`src/bsx_pkg.sv`:
```
// Constants and carrier types shared by the boundary-scan emulator core
package bsx_pkg;

   // ****************************************
   // Register sizes
   // ****************************************
   localparam int DR_LEN = 8;
   localparam int IR_LEN = 2;
   localparam int STATUS_LEN = 2;
   localparam int IR_SR_LEN = IR_LEN + STATUS_LEN;

   // ****************************************
   // Instruction codes and reset values
   // ****************************************
   localparam logic [IR_LEN-1:0] IR_EXTEST = 2'h0;
   localparam logic [IR_LEN-1:0] IR_DUMMY = 2'h1;
   localparam logic [IR_LEN-1:0] IR_BYPASS = 2'h3;
   localparam logic [IR_LEN-1:0] IR_CAPTURE = 2'h1;
   localparam logic [IR_LEN-1:0] IR_HOLD_N_RST = 2'h0;
   // Configuration code shifted out as status; value is arbitrary
   localparam logic [STATUS_LEN-1:0] CFG_CODE = 2'h2;
   // Cells whose bit is set read back their own drive at capture
   localparam logic [DR_LEN-1:0] PIN_OUT_MASK = 8'hF0;
   localparam logic [DR_LEN-1:0] DR_RST = 8'h00;

   // ****************************************
   // Timing of the test clock against the core clock
   // ****************************************
   localparam int CORE_PERIOD_NS = 100;
   localparam int TCK_PERIOD_NS = 800;
   localparam int CORE_PER_TCK = TCK_PERIOD_NS / CORE_PERIOD_NS;

   // ****************************************
   // One-hot state carriers
   // ****************************************
   typedef struct packed {
      logic logic_reset_state;
      logic run_idle_state_n;
      logic sel_data_state;
      logic sel_instr_state;
   } bsx_first_t;

   typedef struct packed {
      logic capture_state;
      logic shift_state;
      logic exit_one_state;
      logic pause_state;
      logic exit_two_state;
      logic update_state;
   } bsx_second_t;

endpackage

```
`src/bsx_word_buf.sv`:
```
// Two-entry buffer for updated test words, all outputs registered
`timescale 1ns/1ps
module bsx_word_buf (
   input wire logic core_clk_in,
   input wire logic sys_rst_in,
   input wire logic in_valid_in,
   input wire logic [bsx_pkg::DR_LEN-1:0] in_data_in,
   output logic in_ready_out,
   output logic out_valid_out,
   output logic [bsx_pkg::DR_LEN-1:0] out_data_out,
   input wire logic out_ready_in
);

   logic [bsx_pkg::DR_LEN-1:0] head, spare, next_head, next_spare;
   logic head_v, spare_v, next_head_v, next_spare_v;
   logic push, pop;

   // Spare slot absorbs one word while the receiver stalls
   assign push = in_valid_in & ~spare_v;
   assign pop = head_v & out_ready_in;

   // Next contents of head and spare
   always_comb begin
      next_head = head;
      next_spare = spare;
      next_head_v = head_v;
      next_spare_v = spare_v;
      if (pop) begin
         if (spare_v) begin
            next_head = spare;
            next_spare_v = 1'b0;
         end else begin
            next_head = in_data_in;
            next_head_v = push;
         end
      end else if (push) begin
         if (!head_v) begin
            next_head = in_data_in;
            next_head_v = 1'b1;
         end else begin
            next_spare = in_data_in;
            next_spare_v = 1'b1;
         end
      end
   end

   // Storage
   always_ff @(posedge core_clk_in) begin
      if (sys_rst_in) begin
         head <= bsx_pkg::DR_RST;
         spare <= bsx_pkg::DR_RST;
         head_v <= 1'b0;
         spare_v <= 1'b0;
      end else begin
         head <= next_head;
         spare <= next_spare;
         head_v <= next_head_v;
         spare_v <= next_spare_v;
      end
   end

   assign in_ready_out = ~spare_v;
   assign out_valid_out = head_v;
   assign out_data_out = head;

endmodule

```
`src/bsx_scan_core.sv`:
```
// Boundary-scan emulator core: test port controller, instruction and data paths
`timescale 1ns/1ps
module bsx_scan_core (
   input wire logic core_clk_in,
   input wire logic sys_rst_in,
   input wire logic tck_in,
   input wire logic tms_in,
   input wire logic tdi_in,
   output logic tdo_out,
   output logic tdo_oe_out,
   input wire logic [bsx_pkg::DR_LEN-1:0] pad_in,
   output logic [bsx_pkg::DR_LEN-1:0] pin_drive_out,
   output logic update_strobe_out,
   output logic word_valid_out,
   output logic [bsx_pkg::DR_LEN-1:0] word_data_out,
   input wire logic word_ready_in
);

   // ****************************************
   // Pin synchronisers
   // ****************************************
   logic tck_s1, tck_s2, tck_d;
   logic tms_s1, tms_s2, tdi_s1, tdi_s2;
   logic [bsx_pkg::DR_LEN-1:0] pad_s1, pad_s2;
   logic tck_rise, tck_fall;

   // Three test pins and the pad bus
   // Two flops on every pin; a third tck flop finds the edges
   always_ff @(posedge core_clk_in) begin
      if (sys_rst_in) begin
         tck_s1 <= 1'b0;
         tck_s2 <= 1'b0;
         tck_d <= 1'b0;
         tms_s1 <= 1'b1;
         tms_s2 <= 1'b1;
         tdi_s1 <= 1'b1;
         tdi_s2 <= 1'b1;
         pad_s1 <= bsx_pkg::DR_RST;
         pad_s2 <= bsx_pkg::DR_RST;
      end else begin
         tck_s1 <= tck_in;
         tck_s2 <= tck_s1;
         tck_d <= tck_s2;
         tms_s1 <= tms_in;
         tms_s2 <= tms_s1;
         tdi_s1 <= tdi_in;
         tdi_s2 <= tdi_s1;
         pad_s1 <= pad_in;
         pad_s2 <= pad_s1;
      end
   end

   assign tck_rise = tck_s2 & ~tck_d;
   assign tck_fall = ~tck_s2 & tck_d;

   // ****************************************
   // Test port controller
   // ****************************************
   bsx_pkg::bsx_first_t first, next_first;
   bsx_pkg::bsx_second_t second, next_second;
   logic run2, busy2, idle_st;

   // Second machine busy before update; first machine enable is its inverse
   assign run2 = second.capture_state | second.shift_state | second.exit_one_state
      | second.pause_state | second.exit_two_state;
   assign busy2 = run2 | second.update_state;
   // Idle read back from inverted flop
   assign idle_st = ~first.run_idle_state_n;

   // Next state of both linked machines
   always_comb begin
      next_first = first;
      next_second = second;
      if (tck_rise) begin
         next_second.capture_state = ~tms_s2 & (first.sel_data_state | first.sel_instr_state)
            & ~busy2;
         next_second.shift_state = ~tms_s2 & (second.capture_state | second.exit_two_state
            | second.shift_state);
         next_second.exit_one_state = tms_s2 & (second.capture_state | second.shift_state);
         next_second.pause_state = ~tms_s2 & (second.exit_one_state | second.pause_state);
         next_second.exit_two_state = tms_s2 & second.pause_state;
         next_second.update_state = tms_s2 & (second.exit_one_state | second.exit_two_state);
         if (!run2) begin
            next_first.logic_reset_state = tms_s2 & (first.logic_reset_state
               | (first.sel_instr_state & ~second.update_state));
            next_first.run_idle_state_n = ~(~tms_s2 & (first.logic_reset_state | idle_st
               | second.update_state));
            next_first.sel_data_state = (tms_s2 & (idle_st | second.update_state))
               | (~tms_s2 & first.sel_data_state & ~second.update_state);
            next_first.sel_instr_state = ~second.update_state & ((tms_s2 & first.sel_data_state)
               | (~tms_s2 & first.sel_instr_state));
         end
      end
   end

   // Global reset gives the power-up state; all flops clear
   always_ff @(posedge core_clk_in) begin
      if (sys_rst_in) begin
         first <= '0;
         second <= '0;
      end else begin
         first <= next_first;
         second <= next_second;
      end
   end

   // ****************************************
   // Instruction, bypass and test data shifters
   // ****************************************
   logic [bsx_pkg::IR_SR_LEN-1:0] ir_shift, next_ir_shift;
   logic [bsx_pkg::IR_LEN-1:0] ir_hold_n, next_ir_hold_n, ir_code;
   logic byp, next_byp;
   logic [bsx_pkg::DR_LEN-1:0] dr_shift, next_dr_shift, dr_capture;
   logic tdr_mode;

   assign ir_code = ~ir_hold_n;
   // Dummy code behaves as the external test
   assign tdr_mode = (ir_code == bsx_pkg::IR_EXTEST) | (ir_code == bsx_pkg::IR_DUMMY);

   // Output cells read back drive, input cells read pad
   assign dr_capture = (bsx_pkg::PIN_OUT_MASK & pin_drive_out)
      | (~bsx_pkg::PIN_OUT_MASK & pad_s2);

   // Next values of the shifters and the instruction holding register
   always_comb begin
      next_ir_shift = ir_shift;
      next_ir_hold_n = ir_hold_n;
      next_byp = byp;
      next_dr_shift = dr_shift;
      if (tck_rise) begin
         if (first.sel_instr_state) begin
            if (second.capture_state) begin
               next_ir_shift = {bsx_pkg::CFG_CODE, bsx_pkg::IR_CAPTURE};
            end else if (second.shift_state) begin
               next_ir_shift = {tdi_s2, ir_shift[bsx_pkg::IR_SR_LEN-1:1]};
            end
         end
         if (first.sel_data_state && !tdr_mode) begin
            if (second.capture_state) begin
               next_byp = 1'b0;
            end else if (second.shift_state) begin
               next_byp = tdi_s2;
            end
         end
         if (first.sel_data_state && tdr_mode) begin
            if (second.capture_state) begin
               next_dr_shift = dr_capture;
            end else if (second.shift_state) begin
               next_dr_shift = {tdi_s2, dr_shift[bsx_pkg::DR_LEN-1:1]};
            end
         end
         // Clear in logic reset, load in update
         if (first.logic_reset_state) begin
            next_ir_hold_n = bsx_pkg::IR_HOLD_N_RST;
         end else if (first.sel_instr_state && second.update_state) begin
            next_ir_hold_n = ~ir_shift[bsx_pkg::IR_LEN-1:0];
         end
      end
   end

   // Shifter storage
   always_ff @(posedge core_clk_in) begin
      if (sys_rst_in) begin
         ir_shift <= '0;
         ir_hold_n <= bsx_pkg::IR_HOLD_N_RST;
         byp <= 1'b0;
         dr_shift <= bsx_pkg::DR_RST;
      end else begin
         ir_shift <= next_ir_shift;
         ir_hold_n <= next_ir_hold_n;
         byp <= next_byp;
         dr_shift <= next_dr_shift;
      end
   end

   // ****************************************
   // Falling-edge outputs and update path
   // ****************************************
   logic next_tdo, next_tdo_oe, next_update_strobe, serial_bit, update_event;
   logic [bsx_pkg::DR_LEN-1:0] next_pin_drive;
   logic word_pend, next_word_pend, buf_ready;

   assign serial_bit = first.sel_instr_state ? ir_shift[0] : (tdr_mode ? dr_shift[0] : byp);
   assign update_event = tck_fall & second.update_state & first.sel_data_state & tdr_mode;

   // Next values of the falling-edge registers
   always_comb begin
      next_tdo = tdo_out;
      next_tdo_oe = tdo_oe_out;
      next_update_strobe = update_strobe_out;
      next_pin_drive = pin_drive_out;
      if (tck_fall) begin
         // Changes on falling edge, driven only in shift
         next_tdo = serial_bit;
         next_tdo_oe = second.shift_state;
         // Strobe spans one test clock period
         next_update_strobe = second.update_state & first.sel_data_state;
      end
      if (update_event) begin
         next_pin_drive = dr_shift;
      end
      // A new word wins over a push in the same cycle
      next_word_pend = (word_pend & ~buf_ready) | update_event;
   end

   // Falling-edge register storage
   always_ff @(posedge core_clk_in) begin
      if (sys_rst_in) begin
         tdo_out <= 1'b0;
         tdo_oe_out <= 1'b0;
         update_strobe_out <= 1'b0;
         pin_drive_out <= bsx_pkg::DR_RST;
         word_pend <= 1'b0;
      end else begin
         tdo_out <= next_tdo;
         tdo_oe_out <= next_tdo_oe;
         update_strobe_out <= next_update_strobe;
         pin_drive_out <= next_pin_drive;
         word_pend <= next_word_pend;
      end
   end

   // Test clock cannot stall, so a word waits in word_pend until the buffer frees
   bsx_word_buf u_word_buf (
      .core_clk_in(core_clk_in),
      .sys_rst_in(sys_rst_in),
      .in_valid_in(word_pend),
      .in_data_in(pin_drive_out),
      .in_ready_out(buf_ready),
      .out_valid_out(word_valid_out),
      .out_data_out(word_data_out),
      .out_ready_in(word_ready_in)
   );
endmodule

```
`config.mk`:
```
export PLATFORM = sky130hd
export DESIGN_NAME = bsx_scan_core
export DESIGN_NICKNAME = d
export VERILOG_FILES = /design/src/bsx_pkg.sv /design/src/bsx_word_buf.sv /design/src/bsx_scan_core.sv
export SDC_FILE = /design/constraint.sdc
export NUM_CORES = 1
export LEC_CHECK = 0
export ABC_AREA = 1
export BUFFER_PORTS_ARGS = -buffer_cell sky130_fd_sc_hd__clkbuf_2
export CAP_MARGIN = 25
export CORE_MARGIN = 8
export CORE_UTILIZATION = 53
export CTS_BUF_LIST = sky130_fd_sc_hd__clkbuf_4
export DETAILED_ROUTE_END_ITERATION = 7
export PLACE_DENSITY = 0.7
export SYNTH_ARGS = -nofsm -noshare
export SYNTH_HDL_FRONTEND = slang
export SYNTH_SLANG_ARGS = --single-unit
export TNS_END_PERCENT = 5
```
`constraint.sdc`:
```
create_clock -name core_clk_in -period 1.4 [get_ports core_clk_in]
set_input_delay 0.35 -clock core_clk_in [delete_from_list [all_inputs] [get_ports core_clk_in]]
set_output_delay 0.35 -clock core_clk_in [all_outputs]
set_load 0.01 [all_outputs]
```
==> results.toml <==
[layout]
seq_area_um2 = 1380
most_common_cell_after_layout_fill_and_taps_aside = "nand2_1"
n_antenna_cell = 0
post_route_cells_drive_above_1_share = 0.171
layoutNonFillerInstCount = 505
area_growth_synth_to_finish_pct = 12.3
final_net_count = 443
multi_input_area_um2 = 1170
n_fill_cell = 512
layout_common_cells = "nand2_1 (82), dfxtp_1 (68), nor2_1 (63)"

[yosys]
synthesized_netlist_cell_count = 399
synthesis.yosys.warnings = 0
ys_ff_latch = 69
synth_top_area_cell = "dfxtp_1"
synthesis.nets = 413
ys_top_cells_by_area = "dfxtp_1 (48%), nand2_1 (11%), nor2_1 (8.2%), inv_1 (7.4%), o21ai_0 (6.9%)"
syn-cell-area_um2 = 2890
post-synth-top-area-fraction = 0.479
seq_area_frac_synth = 0.479
synth_cell_types = 27
syn_area_cell_um2 = 7.23

[setup_path]
critPathKind = "reg2out"
timing.critical_path.cells = "clkbuf_2"
worstPathMaxFanout = 5
worst_path_max_delay_cell = "dfxtp_1"
cp_top_family = "flip-flops"
worstPathBufferInverterCount = 1
cp.arrival_ns = 0.97
worst_setup_path_start_kind = "flop"
critical_path.endpoint_type = "output port"
timing.critical_path.required_ns = 1.05
critical_path.max_stage_delay_ns = 0.41

[timing]
crit_path_time_final_ns = 1.32
finalSetupTns_ns = 0
timing.slew.headroom = 0.765
maximum_achievable_frequency_mhz = 757
worst_pin_slew_ns = 0.350
hold_viol_final = 0
grt_setup_unrepaired = "false"
finalMaxSlewViolations = 0
post-route-period-util = 0.944
hold_ws_ns = 0.127
setup_viol_count_final = 0
worst_clock_skew_ns = 0.0157

[run_status]
outcome = "finished clean"

[die]
standard_cell_row_count = 27
placeable_core_region_um2 = 5370
start_util = 0.537
fp.dieH_um = 89.8
io-pin-count = 34
die_width_um = 89.8
dieArea_um2 = 8060

[routing]
drt_pass1_iterations = 4
drc_errors = 0
dr.first_iter.drc_count = 132
postRouteAntennaNets = 0
viasPerCell = 4.71
wl_per_cell_um = 10.7
wl_mm = 5.41
vias = 2381

[run]
maxCapViolations = 0

[global_route]
grt_overflow_total = 0
wire_length_of_the_first_global_routing_pass_mm = 9.47
number_of_global_route_vias_before_repair = 2133
maximum_number_of_pins_on_one_net_before_global_route_repair = 42
overall_track_demand_over_capacity_in_global_routing = 0.140
antenna_found_initial = 0

[power_and_ir_drop]
power.density_nw_per_um2 = 1030
leakagePower_nw = 1.54
ir_worst_vdd_mv = 1.05
design_power_total_mw = 3.35

[clocking]
cts-root-buf = "clkbuf_4"
h-tree-depth = 3
clkTransAtPathRegs_ns = 0.11
clock_path_buffers = 2
cts_hold_buf = 0
clk_latency_ns = 0.40
postCtsSetupBuffers = 0
numCtsBuffers = 9
cts_tree = "yes"
clock_sinks = 69

[placement]
numPlacedInstances = 490
io_buffers = 29
detailed_place_hpwl_mm = 3.74
place.gp.congestion = 0.828

[min_path]
worstHoldPathType = "in2reg"
## cell type report
| type | count | share of cell area |
|---|---|---|
| repair buffers | 39 | 0.0757 |
| inverters | 59 | 0.0683 |
| flip-flops and latches | 69 | 0.427 |
| clock buffers | 12 | 0.0278 |
| well taps | 72 | 0.0278 |
| clock inverters | 3 | 0.0116 |
| multi-input cells | 251 | 0.362 |
## path summary, 6_finish.rpt
| kind | cells past startpoint | slack [ns] | start | to |
|---|---|---|---|---|
| setup / recovery | 1 | 0.08 | pin_drive_out[6] | pin_drive_out[6] |
| setup reg to reg | 5 | 0.15 | tck_s2 | dr_shift[3] |
| hold reg to reg | 2 | 0.39 | pad_s1[3] | pad_s2[3] |
| hold / removal | 3 | 0.13 | tck_in | tck_s1 |
## per-stage QoR
| step | setup slack [ns] | utilization | instance area, µm² |
|---|---|---|---|
| 6_report | 0.0785 | 0.603 | 3240 |
| 3_5_place_dp | 0.114 | 0.578 | 3100 |
| 2_1_floorplan | 0.188 | - | 2890 |
| 3_3_place_gp | 0.135 | 0.578 | 3100 |
| 4_1_cts | 0.0404 | 0.602 | 3230 |
| 5_1_grt | 0.00278 | 0.603 | 3240 |
## kinds of logic after synthesis
| group | share of synthesized area |
|---|---|
| AOI/OAI and AO/OA | 0.130 |
| and+or+nand+nor | 0.274 |
| buffers and inverters | 0.117 |
| DFF | 0.479 |
## synth_stat cells
cell and n:
nor2_1 63, o21ai_1 2, o21ai_2 1, inv_2 2
nand2_1 82, o21ai_0 40, nand4_2 1, a21oi_1 27
a31oi_1 1, nand3_1 9, nand4_1 3, a22oi_1 1
buf_1 1, nor2_8 2, buf_4 8, nand3_4 1
nor3_1 3, nor2_4 2, clkbuf_1 6, nor2_2 4
or2_2 4, o211ai_1 1, buf_2 4, dfxtp_1 69
nand2_2 4, inv_1 57, buf_6 1
## per-layer routing
layer  track usage  wire length (µm)
met1         0.165              2660
met2         0.221              2420
met3        0.0424               226
met4        0.0804               103
met5             0                 0
## repair_timing
action                                  in CTS  in global routing
resized for setup                            1                  1
pin swaps                                    0                  0
endpoints found under the setup margin       1                  8
## power breakdown
part	internal, mW	leakage, nW	switching (mW)
sequential	1.99	0.560	0.0120
combinational	0.0490	0.910	0.0742
clock	0.587	0.0725	0.645
total	2.62	1.54	0.732
## flip-flops by register name, indices dropped and copies added (netlist names), 4 cells and up
signal	flops
pad_s1	4
dr_shift	8
u_word_buf.out_data_out	8
first	4
ir_shift	4
pad_s2	4
second	6
pin_drive_out	8
u_word_buf.spare	8
Note: power is estimated with default switching activity, not from simulation.
